## src/hdl/sram_port_defs.svh

```systemverilog
`ifndef SRAM_PORT_DEFS_SVH
`define SRAM_PORT_DEFS_SVH

// Clock period in picoseconds (20 MHz).
`define CLK_PERIOD_PS 50000
// Least times in nanoseconds, fast grade.
`define READ_CYCLE_NS 45
`define ADDR_ACCESS_NS 45
`define OUT_DRIVE_ACCESS_NS 22
`define BYTE_SEL_ACCESS_NS 45
`define WRITE_CYCLE_NS 45
`define WRITE_PULSE_NS 35
`define BYTE_SEL_TO_WRITE_END_NS 35
`define WRITE_DATA_SETUP_NS 25
`define STROBE_TO_FLOAT_NS 18
// Least times round up to whole cycles.
`define NS_TO_CYC(ns) (((ns) * 1000 + `CLK_PERIOD_PS - 1) / `CLK_PERIOD_PS)

`endif

```

## src/hdl/sram_port_pkg.sv

```systemverilog
package sram_port_pkg;

    typedef enum logic [2:0] {
        ST_IDLE = 3'b000,
        ST_READ = 3'b001,
        ST_RD_DONE = 3'b011,
        ST_WRITE = 3'b010,
        ST_WR_END = 3'b110
    } port_state_e;

endpackage : sram_port_pkg

```

## src/hdl/sram_port_host.sv

```systemverilog
`include "sram_port_defs.svh"

module sram_port_host
    import sram_port_pkg::*;
#(
    parameter int ADDR_W = 18,
    parameter int DATA_W = 16
) (
    // Clock and reset.
    input wire logic clk,
    input wire logic reset,
    // User request port.
    input wire logic req_valid,
    input wire logic req_write,
    input wire logic [ADDR_W-1:0] req_addr,
    input wire logic [DATA_W-1:0] req_wdata,
    input wire logic [1:0] req_byte_en,
    output logic req_ready,
    output logic rsp_valid,
    output logic [DATA_W-1:0] rsp_rdata,
    // Memory pins.
    output logic [ADDR_W-1:0] mem_addr,
    output logic select_low_active_n,
    output logic select_high_active,
    output logic write_strobe_n,
    output logic output_drive_n,
    output logic upper_byte_sel_n,
    output logic lower_byte_sel_n,
    input wire logic [DATA_W-1:0] mem_data_in,
    output logic [DATA_W-1:0] mem_data_out,
    output logic [DATA_W-1:0] mem_data_oe
);

    // ----------------------------------------------------------------
    // Timing counts
    // ----------------------------------------------------------------
    localparam int RD_NS = (`ADDR_ACCESS_NS > `BYTE_SEL_ACCESS_NS) ? `ADDR_ACCESS_NS : `BYTE_SEL_ACCESS_NS;
    localparam int RD_CYC_RAW = `NS_TO_CYC(RD_NS);
    localparam int SUM_NS = `WRITE_DATA_SETUP_NS + `STROBE_TO_FLOAT_NS;
    localparam int WP_NS = (`WRITE_PULSE_NS > SUM_NS) ? `WRITE_PULSE_NS : SUM_NS;
    localparam int WP_MAX_NS = (WP_NS > `BYTE_SEL_TO_WRITE_END_NS) ? WP_NS : `BYTE_SEL_TO_WRITE_END_NS;
    localparam int WR_CYC_RAW = `NS_TO_CYC(WP_MAX_NS);
    // Sampling one cycle beyond the access time also covers the output drive access.
    localparam logic [3:0] RD_CYC = 4'(RD_CYC_RAW + 1);
    localparam logic [3:0] WR_CYC = 4'(WR_CYC_RAW);

    // ----------------------------------------------------------------
    // Sequencer
    // ----------------------------------------------------------------
    port_state_e state_r, state_nxt;
    logic [3:0] cnt_r, cnt_nxt;
    logic [ADDR_W-1:0] addr_r, addr_nxt;
    logic [DATA_W-1:0] wdata_r, wdata_nxt, rdata_r, rdata_nxt;
    logic [1:0] ben_r, ben_nxt;
    logic sel_r, sel_nxt, we_r, we_nxt, oe_r, oe_nxt, drive_r, drive_nxt;
    logic ready_r, ready_nxt, rsp_r, rsp_nxt;

    function automatic logic [DATA_W-1:0] lane_mask(input logic [1:0] ben);
        lane_mask = {{(DATA_W/2){ben[1]}}, {(DATA_W/2){ben[0]}}};
    endfunction : lane_mask

    always_comb begin
        state_nxt = state_r;
        cnt_nxt = cnt_r;
        addr_nxt = addr_r;
        wdata_nxt = wdata_r;
        rdata_nxt = rdata_r;
        ben_nxt = ben_r;
        sel_nxt = sel_r;
        we_nxt = we_r;
        oe_nxt = oe_r;
        drive_nxt = drive_r;
        ready_nxt = ready_r;
        rsp_nxt = 1'b0;
        unique case (state_r)
            ST_IDLE: begin
                if (req_valid && ready_r && req_byte_en != 2'b00) begin
                    // Address and byte lanes settle a cycle before select goes active.
                    addr_nxt = req_addr;
                    ben_nxt = req_byte_en;
                    wdata_nxt = req_wdata;
                    ready_nxt = 1'b0;
                    cnt_nxt = 4'h0;
                    state_nxt = req_write ? ST_WRITE : ST_READ;
                end else begin
                    // Ready comes back on the first edge after reset and stays up while nothing is taken.
                    ready_nxt = 1'b1;
                end
            end
            ST_READ: begin
                sel_nxt = 1'b1;
                oe_nxt = 1'b1;
                we_nxt = 1'b0;
                cnt_nxt = cnt_r + 4'h1;
                if (cnt_r == RD_CYC) begin
                    rdata_nxt = mem_data_in & lane_mask(ben_r);
                    rsp_nxt = 1'b1;
                    state_nxt = ST_RD_DONE;
                end
            end
            ST_RD_DONE: begin
                // Staying selected with only the address changing keeps reads back to back.
                // A change of byte lanes ends the chain, since the lanes must not move within it.
                if (req_valid && !req_write && req_byte_en == ben_r) begin
                    addr_nxt = req_addr;
                    ben_nxt = req_byte_en;
                    cnt_nxt = 4'h0;
                    state_nxt = ST_READ;
                end else begin
                    sel_nxt = 1'b0;
                    oe_nxt = 1'b0;
                    ready_nxt = 1'b1;
                    state_nxt = ST_IDLE;
                end
            end
            ST_WRITE: begin
                // Select, strobe and data drive rise together, a cycle after the byte lanes; the strobe alone ends the window.
                sel_nxt = 1'b1;
                we_nxt = 1'b1;
                oe_nxt = 1'b0;
                drive_nxt = 1'b1;
                cnt_nxt = cnt_r + 4'h1;
                if (cnt_r == WR_CYC) begin
                    we_nxt = 1'b0;
                    state_nxt = ST_WR_END;
                end
            end
            ST_WR_END: begin
                // Data and selects stand one cycle past the strobe rising edge.
                sel_nxt = 1'b0;
                drive_nxt = 1'b0;
                ready_nxt = 1'b1;
                rsp_nxt = 1'b1;
                state_nxt = ST_IDLE;
            end
            default: begin
                state_nxt = ST_IDLE;
            end
        endcase
    end

    always_ff @(posedge clk) begin
        if (reset) begin
            state_r <= ST_IDLE;
            cnt_r <= 4'h0;
            addr_r <= '0;
            wdata_r <= '0;
            rdata_r <= '0;
            ben_r <= 2'b00;
            sel_r <= 1'b0;
            we_r <= 1'b0;
            oe_r <= 1'b0;
            drive_r <= 1'b0;
            ready_r <= 1'b0;
            rsp_r <= 1'b0;
        end else begin
            state_r <= state_nxt;
            cnt_r <= cnt_nxt;
            addr_r <= addr_nxt;
            wdata_r <= wdata_nxt;
            rdata_r <= rdata_nxt;
            ben_r <= ben_nxt;
            sel_r <= sel_nxt;
            we_r <= we_nxt;
            oe_r <= oe_nxt;
            drive_r <= drive_nxt;
            ready_r <= ready_nxt;
            rsp_r <= rsp_nxt;
        end
    end

    // ----------------------------------------------------------------
    // Pins
    // ----------------------------------------------------------------
    // Every pin comes straight from a flop, so no decode glitch can reach the memory.
    logic sel_low_n_r, sel_low_n_nxt, sel_high_r, sel_high_nxt;
    logic strobe_n_r, strobe_n_nxt, drive_n_r, drive_n_nxt;
    logic upper_n_r, upper_n_nxt, lower_n_r, lower_n_nxt;
    logic [DATA_W-1:0] data_oe_r, data_oe_nxt;

    // Byte lanes stay asserted between transfers; the chip selects alone put the device in standby.
    always_comb begin
        sel_low_n_nxt = ~sel_nxt;
        sel_high_nxt = sel_nxt;
        strobe_n_nxt = ~we_nxt;
        drive_n_nxt = ~oe_nxt;
        upper_n_nxt = ~ben_nxt[1];
        lower_n_nxt = ~ben_nxt[0];
        data_oe_nxt = drive_nxt ? lane_mask(ben_nxt) : '0;
    end

    always_ff @(posedge clk) begin
        if (reset) begin
            sel_low_n_r <= 1'b1;
            sel_high_r <= 1'b0;
            strobe_n_r <= 1'b1;
            drive_n_r <= 1'b1;
            upper_n_r <= 1'b1;
            lower_n_r <= 1'b1;
            data_oe_r <= '0;
        end else begin
            sel_low_n_r <= sel_low_n_nxt;
            sel_high_r <= sel_high_nxt;
            strobe_n_r <= strobe_n_nxt;
            drive_n_r <= drive_n_nxt;
            upper_n_r <= upper_n_nxt;
            lower_n_r <= lower_n_nxt;
            data_oe_r <= data_oe_nxt;
        end
    end

    assign mem_addr = addr_r;
    assign select_low_active_n = sel_low_n_r;
    assign select_high_active = sel_high_r;
    assign write_strobe_n = strobe_n_r;
    assign output_drive_n = drive_n_r;
    assign upper_byte_sel_n = upper_n_r;
    assign lower_byte_sel_n = lower_n_r;
    assign mem_data_out = wdata_r;
    assign mem_data_oe = data_oe_r;
    assign req_ready = ready_r;
    assign rsp_valid = rsp_r;
    assign rsp_rdata = rdata_r;

endmodule : sram_port_host

```

## config.mk

```make
export PLATFORM = sky130hd
export DESIGN_NAME = sram_port_host
export DESIGN_NICKNAME = d
export VERILOG_FILES = /design/src/hdl/sram_port_pkg.sv /design/src/hdl/sram_port_host.sv
export VERILOG_INCLUDE_DIRS = /design/src /design/src/hdl
export SDC_FILE = /design/constraint.sdc
export NUM_CORES = 1
export LEC_CHECK = 0
export BUFFER_PORTS_ARGS = -buffer_cell sky130_fd_sc_hd__buf_2
export CAP_MARGIN = 20
export CORE_ASPECT_RATIO = 2
export CORE_MARGIN = 2
export CORE_UTILIZATION = 51
export DETAILED_ROUTE_END_ITERATION = 8
export PLACE_DENSITY = 0.95
export SETUP_SLACK_MARGIN = 0.05
export SYNTH_ARGS = -nofsm -noshare
export SYNTH_HDL_FRONTEND = slang
export SYNTH_SLANG_ARGS = --single-unit
export TNS_END_PERCENT = 30
```

## constraint.sdc

```tcl
create_clock -name clk -period 4 [get_ports clk]
set_clock_uncertainty 0.2 [all_clocks]
set_input_delay 0.8 -clock clk [delete_from_list [all_inputs] [get_ports clk]]
set_output_delay 0.8 -clock clk [all_outputs]
set_load 0.03 [all_outputs]
```

==> metrics.md, run 1 <==
| Metric | Value |
|---|---|
| CTS tree | done |
| Post-CTS sizing | 0 |
| Clock root cell | clkbuf_16 |
| Synth Area in Compound Gates | 0.194 |
| Final max-slew violation count | 0 |
| Pre-CTS WS | around 1.3 ns |
| CP Capture Type | register |
| Setup ws final | ~1.6 ns |
| Number of clock sinks | 72 |
| Core ar. | 5660 sq um |
| Final ANT Viol Nets | 0 |
| Post-Synth Simple-Gate Area | 0.203 |
| Final TNS setup | 0 ns |
| Die H | 112 um |
| Max-capacitance violation count | 0 |
| Routability Congestion | 0.851 |
| Setup CP Type | in -> reg |
| Synth cell types | 45 |
| Worst hold-check path type | reg -> reg |
| Gr usage total | 0.251 |
| Synth Area in XOR/XNOR | 0.0172 |
| Pin count of the biggest net entering global routing | 66 |
| PD cells | ~500 nW/um^2 |
| CP startpoint kind | primary input |
| Top FF cell, synth | dfxtp_1 |
| Initial Util | 0.525 |
| Most numerous cell in the Yosys netlist | dfxtp_1 |
| Final Setup Violations | 0 |
| Starting DRT DRC Count | between 150 and 200 |
| FFs w/ async S/R, synth | 0 |
| Initial antenna violation count | 0 |
| Final WL | 7.99 mm |
| Status | finished clean |
| Mux share of post-synthesis cell area | 0.00673 |
| Detailed Place HPWL | roughly 5.6 mm |
| EDFF count, synth | 0 |
| Vias in the first global route | about 2,900 |
| Ys Warns | 0 |
| Layout cells sized above 1 | 0.338 |
| Final Cycle Share | 0.607 |
| Tmin final | 2.43 ns |
| Hold-fix buffers, CTS | 0 |
| TritonCTS buffer count | 9 |
| Maximum clock path buffer count | 2 |
| Crit path DAT | 2.47 ns |
| Worst-skew pair later-pin latency | 0.32 ns |
| Post-synth top cells | dfxtp_1, a21oi_1, nand2_1 |
| Wire length of the first global-routing pass | ~13 mm |
| DR WL/cell | 15.4 um |
| Largest family of logic cells by synthesized area | simple AND/OR/NAND/NOR gates |
| Worst Path Required | 4.04 ns |
| Post-Syn Area | just under 3000 sq um |
| Layout area overhead | 27.7% |
| DR vias | 2,963 |
| RSZ-0062 raised after global routing | false |
| Max Fanout on Critical Path | 24 |
| N_diodes | 0 |
| Largest area contributor in the netlist | dfxtp_1 |
| Die area | 6500 sq um |
| Seq cells post-synth | 72 |
| Chip Width | 58 um |
| Worst vdd ir | 0.402 mV |
| H-Tree Depth | 3 |
| Hold Fails Final Rpt | 0 |
| DRC | 0 |
| Syn avg cell area | 8.52 sq um |
| Post-Synth Adder-Cell Area | 0.0126 |
| Core Rows | 39 |
| Worst Max-Slew Pin Slew | between 0.8 and 0.9 ns |
| Total grt overflow | 0 |
| Drt pass-1 iters | 7 |
| Fmax | 0.412 GHz |
| Synth area leaders | dfxtp_1, a21oi_1, nand3_1 |
| Top cell type's share of synthesized area | 0.485 |
| Post-synth net total | 408 |
| Syn Inst Count | 349 |
| PortBufs | 129 |
| # Post-CTS Setup Buffers | 0 |
| Avg Vias per Cell | 5.71 |
| I/O pins | between 100 and 150 |
| P_leak | 0.00166 uW |
| Sequential fraction of the synthesis area | 0.485 |
| Reg clk slew, reported paths | 0.05 ns |
| Rel. slew slack | 0.448 |
| Nets@finish | 513 |
[per-layer routing]
layer  track usage  up-vias  routed length [um]
met5             0        -                   0
met4         0.160        0                 358
met3        0.0523       36                 398
met2         0.428      128                4320
met1         0.271     1390                2920
li1              -     1409                   -
[power by group]
group | total, uW | switching (uW) | internal [uW]
registers | 808 | 42.1 | 766
logic | 322 | 212 | 110
clock network | 768 | 276 | 492
total | 1900 | 530 | 1370
[state kept, by name, indices dropped and copies added (netlist names), 2 cells and up, named ones only]
| signal | cells |
|---|---|
| ben_r | 2 |
| mem_addr | 18 |
| mem_data_oe | 2 |
| state_r | 3 |
| cnt_r | 4 |
| mem_data_out | 16 |
| rsp_rdata | 16 |
[through the flow]
step           hold WS [ns]   util  area, sq um  cells  total power (uW)
3_5_place_dp          0.246  0.616         3490    503              1140
6_report              0.252  0.671         3800    519              1900
3_3_place_gp          0.236  0.616         3490    503              1120
2_1_floorplan         0.273      -         2970    349              1040
4_1_cts               0.255  0.667         3780    518              1910
5_1_grt               0.272  0.671         3800    519              1980
[kinds of logic after synthesis]
family / Yosys count
AOI/OAI and AO/OA: 103
muxes: 2
xor gates and xnor gates: 5
buffers and inverters: 44
DFF: 72
adders and majority gates: 3
and+or+nand+nor: 120
[worst paths after layout]
check                           cells past startpoint             start  slack (ns)               end
worst min-delay path                                2  mem_data_out[15]        0.25  mem_data_out[15]
worst max-delay path                                6    req_byte_en[1]        1.57      mem_addr[15]
worst max register to register                      4          ben_r[1]        1.64      mem_addr[15]
worst min register to register                      2  mem_data_out[15]        0.25  mem_data_out[15]
[worst max-delay path, stage by stage]
cell and delay (ns):
buf_2 0.17, o211ai_2 0.17, nor4_4 0.60, buf_4 0.37, o21ai_0 0.15, a21oi_1 0.21
[area by class of cell]
class,count,area [sq um]
Timing Repair Buffer,132,681
Fill cell,493,1860
Multi-Input combinational cell,233,1290
Clock inverter,4,45.0
Clock buffer,11,243
Tap cell,61,76.3
Sequential cell,72,1440
Inverter,6,22.5
[layout by cell type, fill, tap and decap left out, types with 3 or more instances in the layout]
cell type  synthesis  routed
a21o_1             5       5
a21oi_1           60      60
buf_2              8     129
clkbuf_16          0       9
clkinv_2           0       3
dfxtp_1           72      72
ha_1               3       3
inv_1              6       6
nand2_1           50      50
nand3_1           38      38
nor2_1             8       8
nor2b_1            3       3
o21ai_0           23      23
xnor2_1            3       3
Power figures use the tool's default switching activity.
==> inputs of run 2 (changes only) <==
--- a/config.mk
+++ b/config.mk
@@ -6,13 +6,14 @@
 export SDC_FILE = /design/constraint.sdc
 export NUM_CORES = 1
 export LEC_CHECK = 0
+export ABC_AREA = 1
 export BUFFER_PORTS_ARGS = -buffer_cell sky130_fd_sc_hd__buf_2
 export CAP_MARGIN = 20
 export CORE_ASPECT_RATIO = 2
 export CORE_MARGIN = 2
-export CORE_UTILIZATION = 51
+export CORE_UTILIZATION = 43
 export DETAILED_ROUTE_END_ITERATION = 8
-export PLACE_DENSITY = 0.95
+export PLACE_DENSITY = 0.87
 export SETUP_SLACK_MARGIN = 0.05
 export SYNTH_ARGS = -nofsm -noshare
 export SYNTH_HDL_FRONTEND = slang
==> constraint.sdc (replaced) <==
create_clock -name clk -period 2.2 [get_ports clk]
set_clock_uncertainty 0.2 [all_clocks]
set_input_delay 0.44 -clock clk [delete_from_list [all_inputs] [get_ports clk]]
set_output_delay 0.44 -clock clk [all_outputs]
set_load 0.03 [all_outputs]
==> metrics.md, run 2 <==
| Metric | Value |
|---|---|
| Status | finished clean (unchanged) |
| PortBufs | 129 (unchanged) |
| Seq cells post-synth | 72 (unchanged) |
| Hold-fix buffers, CTS | 0 (unchanged) |
| Worst Max-Slew Pin Slew | 0.550 ns (was 0.822 ns) |
| Die area | 7880 sq um (was 6500 sq um) |
| DR vias | 2,833 (was 2,963) |
| Max-capacitance violation count | 0 (unchanged) |
| R2R Path End | mem_addr[4] (was mem_addr[15]) |
| Hold EP | mem_data_out[13] (was mem_data_out[15]) |
| N_diodes | 0 (unchanged) |
| DRC | 0 (unchanged) |
| Sw Pwr | 1680 uW (was 530 uW) |
| Final max-slew violation count | 0 (unchanged) |
| Hold Crit Depth | 3 (was 2) |
| Max Fanout on Critical Path | 22 (was 24) |
| Initial antenna violation count | 0 (unchanged) |
| Post-synth net total | 428 (was 408) |
| Syn avg cell area | 8.32 sq um (was 8.52 sq um) |
| Nets@finish | 541 (was 513) |
| Setup CP Type | reg -> reg (was in -> reg) |
| Pin count of the biggest net entering global routing | 36 (was 66) |
| Routability Congestion | 0.855 (was 0.851) |
| Number of clock sinks | 72 (unchanged) |
| Gr usage total | 0.186 (was 0.251) |
| Sequential fraction of the synthesis area | 0.469 (was 0.485) |
| Drt pass-1 iters | 4 (was 7) |
| EDFF count, synth | 0 (unchanged) |
| Timing startpoint of the critical path | ben_r[0] (was req_byte_en[1]) |
| Top FF cell, synth | dfxtp_1 (unchanged) |
| CTS tree | done (unchanged) |
| Comb power frac | 0.346 (was 0.170) |
| Tmin final | 1.84 ns |
| Layout cells sized above 1 | 0.402 (was 0.338) |
| R2r setup slk | 0.36 ns (was 1.64 ns) |
| Post-synth top cells | dfxtp_1, nand2_1, nor2_1 (was dfxtp_1, a21oi_1, nand2_1) |
| Worst vdd ir | 0.666 mV (was 0.402 mV) |
| Final TNS setup | 0 ns (unchanged) |
| Initial Util | 0.443 (was 0.525) |
| RSZ-0062 raised after global routing | false (unchanged) |
| Chip Width | 63.8 um (was 58 um) |
| Synth cell types | 33 (was 45) |
| Core ar. | 6940 sq um (was 5660 sq um) |
| Ys Warns | 0 (unchanged) |
| Total grt overflow | 0 (unchanged) |
| P_leak | 0.00188 uW (was 0.00166 uW) |
| # Post-CTS Setup Buffers | 0 (unchanged) |
| Top cell type's share of synthesized area | 0.469 (was 0.485) |
| Post-Syn Area | 3070 sq um (was 2970 sq um) |
| Final Setup Violations | 0 (unchanged) |
| Switching Share | 0.378 (was 0.279) |
| Clock root cell | clkbuf_16 (unchanged) |
| Crit path DAT | 1.90 ns (was 2.47 ns) |
| Most numerous cell in the Yosys netlist | dfxtp_1 (unchanged) |
| Worst-skew pair later-pin latency | 0.33 ns (was 0.32 ns) |
| Seq pwr share | 0.372 (was 0.426) |
| Cell Int Power | 2760 uW (was 1370 uW) |
| CP Capture Type | register (unchanged) |
| Worst hold-check path type | in -> reg (was reg -> reg) |
| H-Tree Depth | 3 (unchanged) |
| Rel. slew slack | 0.633 (was 0.448) |
| TritonCTS buffer count | 9 (unchanged) |
| Final ANT Viol Nets | 0 (unchanged) |
| Syn Inst Count | 369 (was 349) |
| Final WL | 7.14 mm (was 7.99 mm) |
| I/O pins | 130 (unchanged) |
| Wire length of the first global-routing pass | 11.4 mm (was 12.8 mm) |
| Hold Fails Final Rpt | 0 (unchanged) |
| Die H | 124 um (was 112 um) |
| Vias in the first global route | 2,691 (was 2,875) |
| Number of flip-flops in the largest register | 18 (unchanged) |
| Fill cells | 614 (was 493) |
| RR Startpoint | ben_r[0] (was ben_r[1]) |
| Commonest non-fill, non-tap cell in the layout | buf_2 (unchanged) |
| Reg clk slew, reported paths | 0.05 ns (about the same) |
| Final Cycle Share | 0.837 |
| Min Hold Slack | 0.141 ns (was 0.252 ns) |
| Layout area overhead | 26.2% (was 27.7%) |
| Hold wc startpoint | req_wdata[13] (was mem_data_out[15]) |
| Tot Pwr | 4440 uW (was 1900 uW) |
| Fmax | approximately 0.54 GHz |
| CP startpoint kind | register (was primary input) |
| Post-CTS sizing | 0 (unchanged) |
| Maximum clock path buffer count | 2 (unchanged) |
| Detailed Place HPWL | 5.16 mm (was 5.62 mm) |
| FFs w/ async S/R, synth | 0 (unchanged) |
| Worst Path Required | 2.26 ns (was 4.04 ns) |
| Highest-count cells in the layout ignoring fill and taps | buf_2, dfxtp_1, nand2_1 (was buf_2, dfxtp_1, a21oi_1) |
| PD cells | 1140 nW/um^2 (was 500 nW/um^2) |
| Starting DRT DRC Count | 107 (was 157) |
| DR WL/cell | 12.4 um (was 15.4 um) |
| R2R cell count | 8 (was 4) |
| Core Rows | 43 (was 39) |
| Synth area leaders | dfxtp_1, nand2_1, nand3_1 (was dfxtp_1, a21oi_1, nand3_1) |
| Avg Vias per Cell | 4.93 (was 5.71) |
| Largest area contributor in the netlist | dfxtp_1 (unchanged) |
| Clock share of power | 0.282 (was 0.405) |
-- run 2: cell count changes after synthesis, moves of 8 or more --
cell	change
nand2_2	+11
a21oi_1	-28
nor2_1	+32
inv_1	+14
a21oi_2	+12
inv_2	+8
-- run 2: area by class of cell --
cell class,count,area (sq um),share of cell area
clock buffers,13,250,0.0646
clock inverters,1,5.00,0.00129
inverters,29,114,0.0294
multi-input cells,236,1270,0.328
flip-flops and latches,72,1440,0.372
well taps,90,113,0.0291
repair buffers,134,683,0.176
-- run 2: worst max-delay path by stage --
| stage | cells past startpoint | slack, ns | end |
|---|---|---|---|
| detailed placement | 9 | 0.32 | mem_addr[4] |
| global placement | 9 | 0.39 | mem_addr[10] |
| floorplan | 8 | 0.63 | rsp_rdata[15] |
| global route | 8 | 0.18 | mem_addr[5] |
| CTS | 8 | 0.35 | mem_addr[10] |
| finish | 8 | 0.36 | mem_addr[4] |
-- run 2: routing by layer --
metal  wire (um)  track usage
met1        2710        0.185
met4         240        0.126
met2        3840        0.339
met3         347       0.0409
met5           0            0
-- run 2: metrics by stage --
stage | cell area, sq um | cells | setup WS (ns) | util
after global routing | 3880 | 575 | 0.181 | 0.559
after detailed placement | 3620 | 561 | 0.319 | 0.522
after floorplan | 3070 | 369 | 0.626 | -
final | 3880 | 575 | 0.358 | 0.559
after CTS | 3880 | 575 | 0.355 | 0.559
after global placement | 3620 | 561 | 0.385 | 0.522
-- run 2: cell families (layout without fill, tap and decap cells) --
logic type      count (synthesis)  in the layout  share of synthesized area
flops                          72             72                      0.469
simple gates                  164            164                      0.268
buf+inv                        61            177                      0.117
compound gates                 68             68                      0.131
fa+ha+maj                       3              3                     0.0122
xor+xnor                        1              1                    0.00285
-- run 2: power by group through the flow --
stage	clock, uW	combinational [uW]	sequential [uW]
2_1_floorplan	0	908	1960
3_3_place_gp	0	1490	1660
3_5_place_dp	0	1520	1670
4_1_cts	1280	1540	1650
5_1_grt	1330	1680	1670
6_report	1250	1540	1650
-- run 2: critical path, stage by stage, from the launching register on --
cell and delay, ns:
dfxtp_1 0.33, buf_4 0.18, nand2_1 0.08, nand3_1 0.10
inv_1 0.14, nand3_4 0.29, nand2_8 0.26, nand2_1 0.07
a21oi_1 0.11
